`src/inc/tx_pkg.sv`:
```
// shared constants and carriers for the asynchronous serial transmitter
// assumes a byte-wide register port with a bank bit at address bit 5
package tx_pkg;
  // ************************************************************
  // register offsets
  // ************************************************************
  localparam logic [5:0] ADDR_RCV_CTRL = 6'h13;
  localparam logic [5:0] ADDR_TX_CTRL = 6'h15;
  localparam logic [5:0] ADDR_TX_HOLD = 6'h16;
  localparam logic [5:0] ADDR_BAUD_DIV = 6'h17;
  localparam logic [5:0] ADDR_IRQ_FLAGS = 6'h36;
  localparam logic [5:0] ADDR_IRQ_ENABLES = 6'h37;
  localparam logic [5:0] ADDR_EVT_STATUS = 6'h38;
  localparam logic [5:0] ADDR_EVT_CLEAR = 6'h39;
  localparam logic [5:0] ADDR_EVT_ENABLE = 6'h3a;
  // ************************************************************
  // field positions and masks
  // ************************************************************
  localparam int TXC_NINE_SEL = 6;
  localparam int TXC_ENABLE = 5;
  localparam int TXC_SYNC_SEL = 4;
  localparam int TXC_SHIFT_EMPTY = 1;
  localparam int TXC_NINTH_VAL = 0;
  localparam int RCC_PORT_EN = 7;
  localparam int IRQ_BUF_EMPTY = 1;
  localparam logic [7:0] TXC_WR_MASK = 8'hf1;
  localparam logic [7:0] RCC_WR_MASK = 8'hf0;
  localparam logic [7:0] IRQE_WR_MASK = 8'h02;
  localparam int EVT_FRAME_SENT = 0;
  localparam int EVT_ABORT = 1;
  localparam int EVT_W = 2;
  // ************************************************************
  // reset values and timing
  // ************************************************************
  localparam logic [7:0] TXC_RST = 8'h02;
  localparam logic [7:0] RCC_RST = 8'h00;
  localparam logic [7:0] IRQF_RST = 8'h02;
  localparam logic [7:0] IRQE_RST = 8'h00;
  localparam logic [7:0] BAUD_DIV_RST = 8'h00;
  localparam logic [7:0] HOLD_RST = 8'h00;
  localparam int BAUD_OVERSAMPLE = 64;
  localparam int BAUD_DIV_W = 8;
  // ************************************************************
  // carriers
  // ************************************************************
  typedef struct packed {
    logic wr;
    logic rd;
    logic [5:0] addr;
    logic [7:0] wdata;
  } bus_req_t;
  typedef struct packed {
    logic out;
    logic oe;
  } pin_out_t;
endpackage

```
`src/logic/serial_tx_top.sv`:
```
// asynchronous serial transmitter: registers, holding buffer, pin driver
// assumes a single 100 MHz clock, synchronous reset and a same-clock master
`timescale 1ns/1ns
module serial_tx_top
  import tx_pkg::*;
#(
  parameter int OVS = BAUD_OVERSAMPLE
) (
  input wire logic I_CLK,
  input wire logic I_RST,
  input wire logic I_CE,
  input wire logic I_SLEEP,
  input wire bus_req_t I_BUS,
  output logic [7:0] O_RDATA,
  output logic O_IRQ,
  output logic O_BAUD_TICK,
  output pin_out_t O_PIN
);
  // ************************************************************
  // state
  // ************************************************************
  logic [7:0] tx_ctrl_r;
  logic [7:0] rcv_ctrl_r;
  logic [7:0] hold_r;
  logic hold_full_r;
  logic [7:0] baud_div_r;
  logic [7:0] irq_en_r;
  logic [EVT_W-1:0] evt_stat_r;
  logic [EVT_W-1:0] evt_en_r;
  logic active_q_r;
  logic [7:0] rdata_nxt;
  logic [EVT_W-1:0] evt_stat_nxt;

  // ************************************************************
  // address decode
  // ************************************************************
  wire wr_go = I_BUS.wr && I_CE;
  wire rd_go = I_BUS.rd && I_CE;
  wire wr_tx_ctrl = wr_go && (I_BUS.addr == ADDR_TX_CTRL);
  wire wr_rcv_ctrl = wr_go && (I_BUS.addr == ADDR_RCV_CTRL);
  wire wr_hold = wr_go && (I_BUS.addr == ADDR_TX_HOLD);
  wire wr_div = wr_go && (I_BUS.addr == ADDR_BAUD_DIV);
  wire wr_irq_en = wr_go && (I_BUS.addr == ADDR_IRQ_ENABLES);
  wire wr_evt_clr = wr_go && (I_BUS.addr == ADDR_EVT_CLEAR);
  wire wr_evt_en = wr_go && (I_BUS.addr == ADDR_EVT_ENABLE);
  wire rd_tx_ctrl = rd_go && (I_BUS.addr == ADDR_TX_CTRL);

  // ************************************************************
  // control terms
  // ************************************************************
  wire port_en = rcv_ctrl_r[RCC_PORT_EN];
  // clocked mode is not built here, so the transmitter stays idle in it
  wire tx_active = port_en && tx_ctrl_r[TXC_ENABLE] && !tx_ctrl_r[TXC_SYNC_SEL];
  wire baud_run = port_en && !I_SLEEP;
  wire shift_ce = I_CE && !I_SLEEP;
  wire baud_tick;
  wire sh_line;
  wire sh_busy;
  wire sh_last;
  wire sh_done;
  // the shifter counts as empty in the tick that ends its stop bit
  wire sh_free = !sh_busy || sh_last;
  wire transfer = shift_ce && tx_active && hold_full_r && baud_tick && sh_free;
  wire buf_empty_flag = !hold_full_r;
  wire shifter_empty_status = !sh_busy;
  wire nine_sel = tx_ctrl_r[TXC_NINE_SEL];
  wire [8:0] sh_data = {tx_ctrl_r[TXC_NINTH_VAL], hold_r};
  wire abort_evt = active_q_r && !tx_active && sh_busy;
  wire [EVT_W-1:0] evt_set = {abort_evt, sh_done};
  wire [7:0] tx_ctrl_view = {tx_ctrl_r[7:2], shifter_empty_status, tx_ctrl_r[0]};
  wire [7:0] irq_flag_view = {6'h00, buf_empty_flag, 1'b0};
  wire irq_nxt = (|(evt_stat_r & evt_en_r)) || (buf_empty_flag && irq_en_r[IRQ_BUF_EMPTY]);

  // ************************************************************
  // baud generator and shifter
  // ************************************************************
  baud_gen #(
    .W(BAUD_DIV_W)
  ) u_baud (
    .i_clk(I_CLK),
    .i_rst(I_RST),
    .i_ce(I_CE),
    .i_run(baud_run),
    .i_div(baud_div_r),
    .o_tick(baud_tick)
  );

  frame_shifter #(
    .OVS(OVS)
  ) u_shift (
    .i_clk(I_CLK),
    .i_rst(I_RST),
    .i_ce(shift_ce),
    .i_clear(!tx_active),
    .i_tick(baud_tick),
    .i_load(transfer),
    .i_nine(nine_sel),
    .i_data(sh_data),
    .o_line(sh_line),
    .o_busy(sh_busy),
    .o_last(sh_last),
    .o_done(sh_done)
  );

  // ************************************************************
  // read mux
  // ************************************************************
  always_comb begin
    rdata_nxt = 8'h00;
    case (I_BUS.addr)
      ADDR_RCV_CTRL: rdata_nxt = rcv_ctrl_r;
      ADDR_TX_CTRL: rdata_nxt = tx_ctrl_view;
      ADDR_TX_HOLD: rdata_nxt = hold_r;
      ADDR_BAUD_DIV: rdata_nxt = baud_div_r;
      ADDR_IRQ_FLAGS: rdata_nxt = irq_flag_view;
      ADDR_IRQ_ENABLES: rdata_nxt = irq_en_r;
      ADDR_EVT_STATUS: rdata_nxt = {6'h00, evt_stat_r};
      ADDR_EVT_ENABLE: rdata_nxt = {6'h00, evt_en_r};
      default: rdata_nxt = 8'h00;
    endcase
  end

  // hardware set wins over a software clear in the same cycle
  always_comb begin
    evt_stat_nxt = evt_stat_r;
    if (wr_evt_clr) begin
      evt_stat_nxt = evt_stat_nxt & ~I_BUS.wdata[EVT_W-1:0];
    end
    evt_stat_nxt = evt_stat_nxt | evt_set;
  end

  // ************************************************************
  // registers
  // ************************************************************
  always_ff @(posedge I_CLK) begin
    if (I_RST) begin
      tx_ctrl_r <= TXC_RST;
      rcv_ctrl_r <= RCC_RST;
      baud_div_r <= BAUD_DIV_RST;
      irq_en_r <= IRQE_RST;
      evt_en_r <= '0;
    end else begin
      if (wr_tx_ctrl) begin
        tx_ctrl_r <= I_BUS.wdata & TXC_WR_MASK;
      end
      if (wr_rcv_ctrl) begin
        rcv_ctrl_r <= I_BUS.wdata & RCC_WR_MASK;
      end
      if (wr_div) begin
        baud_div_r <= I_BUS.wdata;
      end
      if (wr_irq_en) begin
        irq_en_r <= I_BUS.wdata & IRQE_WR_MASK;
      end
      if (wr_evt_en) begin
        evt_en_r <= I_BUS.wdata[EVT_W-1:0];
      end
    end
  end

  // a write in the transfer cycle refills the buffer, so it stays full
  always_ff @(posedge I_CLK) begin
    if (I_RST) begin
      hold_r <= HOLD_RST;
      hold_full_r <= 1'b0;
    end else if (wr_hold) begin
      hold_r <= I_BUS.wdata;
      hold_full_r <= 1'b1;
    end else if (transfer) begin
      hold_full_r <= 1'b0;
    end
  end

  always_ff @(posedge I_CLK) begin
    if (I_RST) begin
      evt_stat_r <= '0;
      active_q_r <= 1'b0;
    end else if (I_CE) begin
      evt_stat_r <= evt_stat_nxt;
      active_q_r <= tx_active;
    end
  end

  // ************************************************************
  // outputs
  // ************************************************************
  always_ff @(posedge I_CLK) begin
    if (I_RST) begin
      O_RDATA <= 8'h00;
      O_IRQ <= 1'b0;
      O_BAUD_TICK <= 1'b0;
      O_PIN <= '{out: 1'b1, oe: 1'b0};
    end else if (I_CE) begin
      O_RDATA <= rd_go ? rdata_nxt : 8'h00;
      O_IRQ <= irq_nxt;
      O_BAUD_TICK <= baud_tick;
      O_PIN.out <= tx_active ? sh_line : 1'b1;
      O_PIN.oe <= tx_active;
    end
  end

  // ************************************************************
  // checks
  // ************************************************************
  chk_hold_write_clears: assert property (
    @(posedge I_CLK) disable iff (I_RST)
    wr_hold |=> !buf_empty_flag
  ) else $error("buffer write did not clear the empty flag");

  chk_xfer_sets_flag: assert property (
    @(posedge I_CLK) disable iff (I_RST)
    transfer && !wr_hold |=> buf_empty_flag && sh_busy
  ) else $error("transfer did not empty the buffer or start the shifter");

  chk_xfer_cause: assert property (
    @(posedge I_CLK) disable iff (I_RST)
    transfer |-> hold_full_r && baud_tick && (!sh_busy || u_shift.bits_r == 4'h1)
  ) else $error("transfer without data, tick or finished stop bit");

  chk_sleep_no_tick: assert property (
    @(posedge I_CLK) disable iff (I_RST)
    I_SLEEP && I_CE ##1 I_SLEEP |-> !baud_tick && !transfer
  ) else $error("baud tick or transfer during sleep");

  chk_disable_floats: assert property (
    @(posedge I_CLK) disable iff (I_RST)
    I_CE && !tx_active |=> !O_PIN.oe && O_PIN.out
  ) else $error("pin still driven after transmit disable");

  chk_disable_resets: assert property (
    @(posedge I_CLK) disable iff (I_RST)
    shift_ce && !tx_active |=> !sh_busy
  ) else $error("shifter not reset after disable");

  chk_idle_high: assert property (
    @(posedge I_CLK) disable iff (I_RST)
    I_CE && !sh_busy && !transfer |=> O_PIN.out
  ) else $error("line not high while idle");

  chk_start_low: assert property (
    @(posedge I_CLK) disable iff (I_RST)
    transfer ##1 I_CE && tx_active |=> !O_PIN.out
  ) else $error("start bit not low after transfer");

  chk_status_read: assert property (
    @(posedge I_CLK) disable iff (I_RST)
    rd_tx_ctrl |=> O_RDATA[TXC_SHIFT_EMPTY] == $past(shifter_empty_status)
  ) else $error("shifter-empty status read back wrong");

  chk_baud_period: assert property (
    @(posedge I_CLK) disable iff (I_RST)
    baud_tick && I_CE && baud_run && baud_div_r == 8'h01 ##1 I_CE && baud_run
      |-> !baud_tick ##1 baud_tick
  ) else $error("baud period is not divisor plus one");

  chk_nine_frame: assert property (
    @(posedge I_CLK) disable iff (I_RST)
    transfer && nine_sel |=> u_shift.bits_r == 4'hb
      && u_shift.sr_r[9] == $past(tx_ctrl_r[TXC_NINTH_VAL])
  ) else $error("ninth bit not taken from control register");

  chk_eight_frame: assert property (
    @(posedge I_CLK) disable iff (I_RST)
    transfer && !nine_sel |=> u_shift.bits_r == 4'ha && u_shift.sr_r[9]
  ) else $error("eight-bit frame length or stop bit wrong");

  chk_flag_sticky: assert property (
    @(posedge I_CLK) disable iff (I_RST)
    buf_empty_flag && !wr_hold |=> buf_empty_flag
  ) else $error("buffer-empty flag cleared without a buffer write");

  chk_flag_no_enable: assert property (
    @(posedge I_CLK) disable iff (I_RST)
    transfer && !wr_hold && !irq_en_r[IRQ_BUF_EMPTY] |=> buf_empty_flag
  ) else $error("buffer-empty flag did not set with its enable off");

  chk_full_until_xfer: assert property (
    @(posedge I_CLK) disable iff (I_RST)
    !buf_empty_flag && !transfer |=> !buf_empty_flag
  ) else $error("buffer emptied without a transfer");

  chk_irq_raised: assert property (
    @(posedge I_CLK) disable iff (I_RST)
    I_CE && buf_empty_flag && irq_en_r[IRQ_BUF_EMPTY] |=> O_IRQ
  ) else $error("enabled buffer-empty flag did not raise the interrupt");

  chk_irq_masked: assert property (
    @(posedge I_CLK) disable iff (I_RST)
    I_CE && irq_en_r == 8'h00 && evt_en_r == '0 |=> !O_IRQ
  ) else $error("interrupt raised with every enable off");

  chk_tick_pulse: assert property (
    @(posedge I_CLK) disable iff (I_RST)
    baud_tick && I_CE && u_baud.cnt_r != 8'h00 |=> !baud_tick
  ) else $error("baud tick longer than one cycle");

  chk_bit_steady: assert property (
    @(posedge I_CLK) disable iff (I_RST)
    shift_ce && tx_active && sh_busy && !u_shift.bit_end |=> $stable(sh_line)
  ) else $error("line changed between bit boundaries");

  chk_load_cause: assert property (
    @(posedge I_CLK) disable iff (I_RST)
    $rose(sh_busy) |-> $past(baud_tick) && $past(tx_active) && $past(hold_full_r)
  ) else $error("shifter started without tick, enable or buffered data");

  chk_enabled_idle: assert property (
    @(posedge I_CLK) disable iff (I_RST)
    I_CE && tx_active && !sh_busy && !transfer |=> O_PIN.oe && O_PIN.out
  ) else $error("enabled idle line not driven high");

  chk_abort_event: assert property (
    @(posedge I_CLK) disable iff (I_RST)
    $fell(tx_active) && sh_busy && I_CE |=> evt_stat_r[EVT_ABORT]
  ) else $error("mid-frame disable did not flag an abort");

  chk_stop_high: assert property (
    @(posedge I_CLK) disable iff (I_RST)
    sh_busy && u_shift.bits_r == 4'h1 |-> sh_line
  ) else $error("last bit of a frame is not a high stop bit");

  chk_lsb_first: assert property (
    @(posedge I_CLK) disable iff (I_RST)
    transfer |=> u_shift.sr_r[1] == $past(hold_r[0])
  ) else $error("first data bit is not the least significant bit");

  chk_sleep_frozen: assert property (
    @(posedge I_CLK) disable iff (I_RST)
    I_SLEEP |=> $stable(sh_line)
  ) else $error("shifter moved during sleep");
endmodule // serial_tx_top

```
`src/logic/baud_gen.sv`:
```
// reloading down-counter that paces the serial shift clock
// assumes the divisor is a stable register on the same clock
`timescale 1ns/1ns
module baud_gen #(
  parameter int W = 8
) (
  input wire logic i_clk,
  input wire logic i_rst,
  input wire logic i_ce,
  input wire logic i_run,
  input wire logic [W-1:0] i_div,
  output logic o_tick
);
  logic [W-1:0] cnt_r;

  // period is divisor plus one; held at the divisor while stopped
  always_ff @(posedge i_clk) begin
    if (i_rst) begin
      cnt_r <= '0;
      o_tick <= 1'b0;
    end else if (i_ce) begin
      if (!i_run) begin
        cnt_r <= i_div;
        o_tick <= 1'b0;
      end else if (cnt_r == '0) begin
        cnt_r <= i_div;
        o_tick <= 1'b1;
      end else begin
        cnt_r <= cnt_r - 1'b1;
        o_tick <= 1'b0;
      end
    end
  end
endmodule // baud_gen

```
`src/logic/frame_shifter.sv`:
```
// shift register that sends one start bit, 8 or 9 data bits, one stop bit
// assumes i_tick runs at the oversampled rate and i_load is a single pulse
`timescale 1ns/1ns
module frame_shifter #(
  parameter int OVS = 64
) (
  input wire logic i_clk,
  input wire logic i_rst,
  input wire logic i_ce,
  input wire logic i_clear,
  input wire logic i_tick,
  input wire logic i_load,
  input wire logic i_nine,
  input wire logic [8:0] i_data,
  output logic o_line,
  output logic o_busy,
  output logic o_last,
  output logic o_done
);
  logic [10:0] sr_r;
  logic [$clog2(OVS)-1:0] sub_r;
  logic [3:0] bits_r;
  logic bit_end;

  assign bit_end = o_busy && i_tick && (sub_r == ($clog2(OVS))'(OVS - 1));
  assign o_last = bit_end && (bits_r == 4'h1);
  assign o_line = o_busy ? sr_r[0] : 1'b1;

  always_ff @(posedge i_clk) begin
    if (i_rst || (i_ce && i_clear)) begin
      sr_r <= '1;
      sub_r <= '0;
      bits_r <= '0;
      o_busy <= 1'b0;
      o_done <= 1'b0;
    end else if (i_ce) begin
      o_done <= o_last;
      if (i_load) begin
        // start bit in bit 0, lsb first, stop bit last
        sr_r <= {1'b1, i_nine ? i_data[8] : 1'b1, i_data[7:0], 1'b0};
        bits_r <= i_nine ? 4'hb : 4'ha;
        sub_r <= '0;
        o_busy <= 1'b1;
      end else if (bit_end) begin
        sr_r <= {1'b1, sr_r[10:1]};
        sub_r <= '0;
        bits_r <= bits_r - 4'h1;
        o_busy <= !o_last;
      end else if (o_busy && i_tick) begin
        sub_r <= sub_r + 1'b1;
      end
    end
  end
endmodule // frame_shifter

```
`config.mk`:
```
export PLATFORM = sky130hd
export DESIGN_NAME = serial_tx_top
export DESIGN_NICKNAME = d
export VERILOG_FILES = /design/src/inc/tx_pkg.sv /design/src/logic/serial_tx_top.sv /design/src/logic/baud_gen.sv /design/src/logic/frame_shifter.sv
export SDC_FILE = /design/constraint.sdc
export NUM_CORES = 1
export LEC_CHECK = 0
export ABC_AREA = 1
export BUFFER_PORTS_ARGS = -buffer_cell sky130_fd_sc_hd__buf_4
export CAP_MARGIN = 20
export CORE_ASPECT_RATIO = 1.4
export CORE_MARGIN = 2
export CORE_UTILIZATION = 51
export CTS_CLUSTER_DIAMETER = 200
export DETAILED_ROUTE_END_ITERATION = 6
export PLACE_DENSITY = 0.78
export SYNTH_ARGS = -nofsm -noshare
export SYNTH_HDL_FRONTEND = slang
export SYNTH_SLANG_ARGS = --single-unit
```
`constraint.sdc`:
```
create_clock -name I_CLK -period 2.4 [get_ports I_CLK]
set_input_delay 0.24 -clock I_CLK [delete_from_list [all_inputs] [get_ports I_CLK]]
set_output_delay 0.24 -clock I_CLK [all_outputs]
set_load 0.1 [all_outputs]
```
==> impl_results.md <==
* First-pass GRT wire length at 14.5 mm
* Pwr Density at 596 nW/um^2
* Routed len/inst at 13.8 um
* Via count at 3449
* Seq cells post-synth at 74
* Largest net degree at the start of global routing at 22
* Number of buffers and inverters on the critical path at 0
* Reg clk slew, reported paths at 0.08 ns
* Top-count cell post-synth: nand2_1
* R2R setup slack at 0.42 ns
* Clock latency on the worst-skew pair at around 0.36 ns
* CP cell instances: ha_1, nand2_1, nor2_1, nand3_1, nand2_2, nand2_4, nand2_2, nand2_4, nand2_1, nor2_1
* Crit end category: flip-flop
* Vias in the first global route at between 3k and 4k
* Slew HR at 0.581
* DRC errors left at 0
* Top cells by count, synth: nand2_1 (101), dfxtp_1 (74), inv_1 (59)
* Max-cap viol count at 0
* CTS H-Tree Depth at 3
* Initial antenna violation count at 0
* Yosys warns at 0
* Clock buffer count from CTS at 9
* I/O pin cnt at 32
* Post-synth EDFFs at 0
* RSZ-0062 raised after global routing: no
* Synthesized area at 3580 sq um
* Startpoint types: flip-flop
* Tmin final at 1.98 ns
* Cell taking the most area after synthesis: dfxtp_1
* Synth Flop Type: dfxtp_1
* Clock sink count at 74
* Root Driver: clkbuf_8
* Number of fill cells at 644
* Setup Viol. Count Final at 0
* Core Area at 6890 sq um
* Fin. Hold Viols at 0
* FFs w/ async S/R, synth at 0
* Share of post-route cells with drive strength above 1 at 0.119
* Post-cts repair resize count at 0
* # nets final at 568
* Slew Viols, Final at 0
* Area Overhead vs Synth at 14.0%
* Avg Cell Area, Syn at 6.96 sq um
* Core Rows at 36
* Dpl ws at 0.423 ns
* Setup CP Type: flip-flop to flip-flop
* Synth cell types at 33
* Cell family with most CP delay: simple AND/OR/NAND/NOR gates
* Iteration count of the initial detailed-routing pass at 5
* Synth top area share at 0.413
* Fmax at 505 MHz
* Layout Skew at between 0.009 and 0.01 ns
* Status: completed
* PortBufs at 31
* Critical Path AT at between 2 and 2.5 ns
* Crit path max-delay cell type: dfxtp_1
* Final RePlAce weighted congestion at 0.879
* Final WL at slightly below 9 mm
* Global-route usage over all layers at 0.247
* Die Wd at between 70 and 80 um
* Initial Util at 0.520
* Peak supply drop at 476 uV
* Syn_nets at 540
* Diodes inserted at 0
* Critical path peak fanout at 17
* Fin crit share at 0.826
* DIE AREA at ~7700 sq um
* Setup TNS at 0 ns
* Die Y at around 100 um
* Required time worst endpoint at roughly 2.7 ns
* Worst Tran Pin Value at 0.628 ns
* Synth area leaders: dfxtp_1 (41%), nand2_1 (11%), nand3_1 (7.8%)
* Crit path largest cell delay at 0.38 ns
* Sequential area share after synthesis at 0.413
* Worst Hold Class: input pin to flip-flop
* Hold buffers post-CTS at 0
* Hpwl dp at 6.59 mm
* Final WS setup at 0.418 ns
* Cell count after synthesis at 515
* Setup repair bufs after CTS at 0
* CTS tree: yes
* DRT iter0 DRCs at 195
* Leakage power at 0.00170 uW
* Grt ovf at 0
* CTS Buffer Depth at 2
* Vias per cell at 5.36
* Remaining antenna violation count at 0
tightest hold or removal path, cell delays in order:
cell    delay [ns]
buf_4         0.11
nor3_1        0.05
nor2_1        0.08
path summary, 6_finish.rpt:
path	from	to	cells after the start
worst min register to register	rcv_ctrl_r[6]	rcv_ctrl_r[6]	2
worst max register to register	u_shift.sub_r[0]	u_shift.sub_r[5]	10
worst max-delay path	u_shift.sub_r[0]	u_shift.sub_r[5]	10
worst min-delay path	I_BUS[4]	tx_ctrl_r[4]	3
power breakdown:
group          switching (uW)  internal [uW]  leakage (uW)
sequential               5.16           1230      0.000597
clock                     470            563      0.000112
combinational             110           51.4      0.000994
routing by layer:
layer	global-route usage	vias up	part of all wire
met5	0	-	0
met4	0.0975	0	0.027
met3	0.0630	19	0.048
met2	0.424	90	0.51
met1	0.291	1586	0.41
li1	-	1754	-
stage by stage:
step | std cells | util | instance area [sq um] | hold WS [ns] | power [uW]
after floorplan | 515 | - | 3580 | 0.382 | 1370
after global placement | 627 | 0.562 | 3870 | 0.438 | 1430
after detailed placement | 627 | 0.562 | 3870 | 0.447 | 1430
after CTS | 643 | 0.593 | 4090 | 0.154 | 2440
after global routing | 643 | 0.593 | 4090 | 0.170 | 2520
final | 643 | 0.593 | 4090 | 0.160 | 2430
flip-flops by register name, summed over array words and instances, names as in the netlist, 2 cells and up:
name	count
O_RDATA	8
baud_div_r	8
u_baud.cnt_r	8
tx_ctrl_r	5
O_PIN	2
evt_stat_r	2
evt_en_r	2
u_shift.sr_r	10
rcv_ctrl_r	4
hold_r	8
u_shift.sub_r	6
u_shift.bits_r	4
area by class of cell:
type | count | area, sq um | share of cell area
inverter | 60 | 225 | 0.0551
timing repair buffer | 35 | 263 | 0.0643
clock buffer | 12 | 165 | 0.0404
sequential | 74 | 1480 | 0.363
clock inverter | 4 | 48.8 | 0.0119
multi-input combinational | 363 | 1780 | 0.436
tap | 95 | 119 | 0.0291
cell families (layout without fill, tap and decap cells):
kind of cell,count (synthesis),count (layout),synth area share
AND/OR/NAND/NOR,231,231,0.287
AO/OA/AOI/OAI,120,120,0.176
buffers and inverters,78,111,0.0894
flip-flops,74,74,0.413
XOR/XNOR,7,7,0.0171
adder cells (fa/ha/maj),5,5,0.0175
cell usage in the layout (no fill, tap or decap), types with 2 or more instances in the layout:
cell type	instances
nand2_1	101
dfxtp_1	74
inv_1	59
nand3_1	56
o21ai_0	56
a21oi_1	54
nor2_1	48
buf_4	35
clkbuf_8	12
nand4_1	8
nor3_1	5
xor2_1	5
ha_1	5
nand2_4	3
o211ai_1	3
nor2_2	2
nand2_2	2
o22ai_1	2
xnor2_1	2
or2_2	2
clkinv_2	2
(Power assumes the default switching activity.)
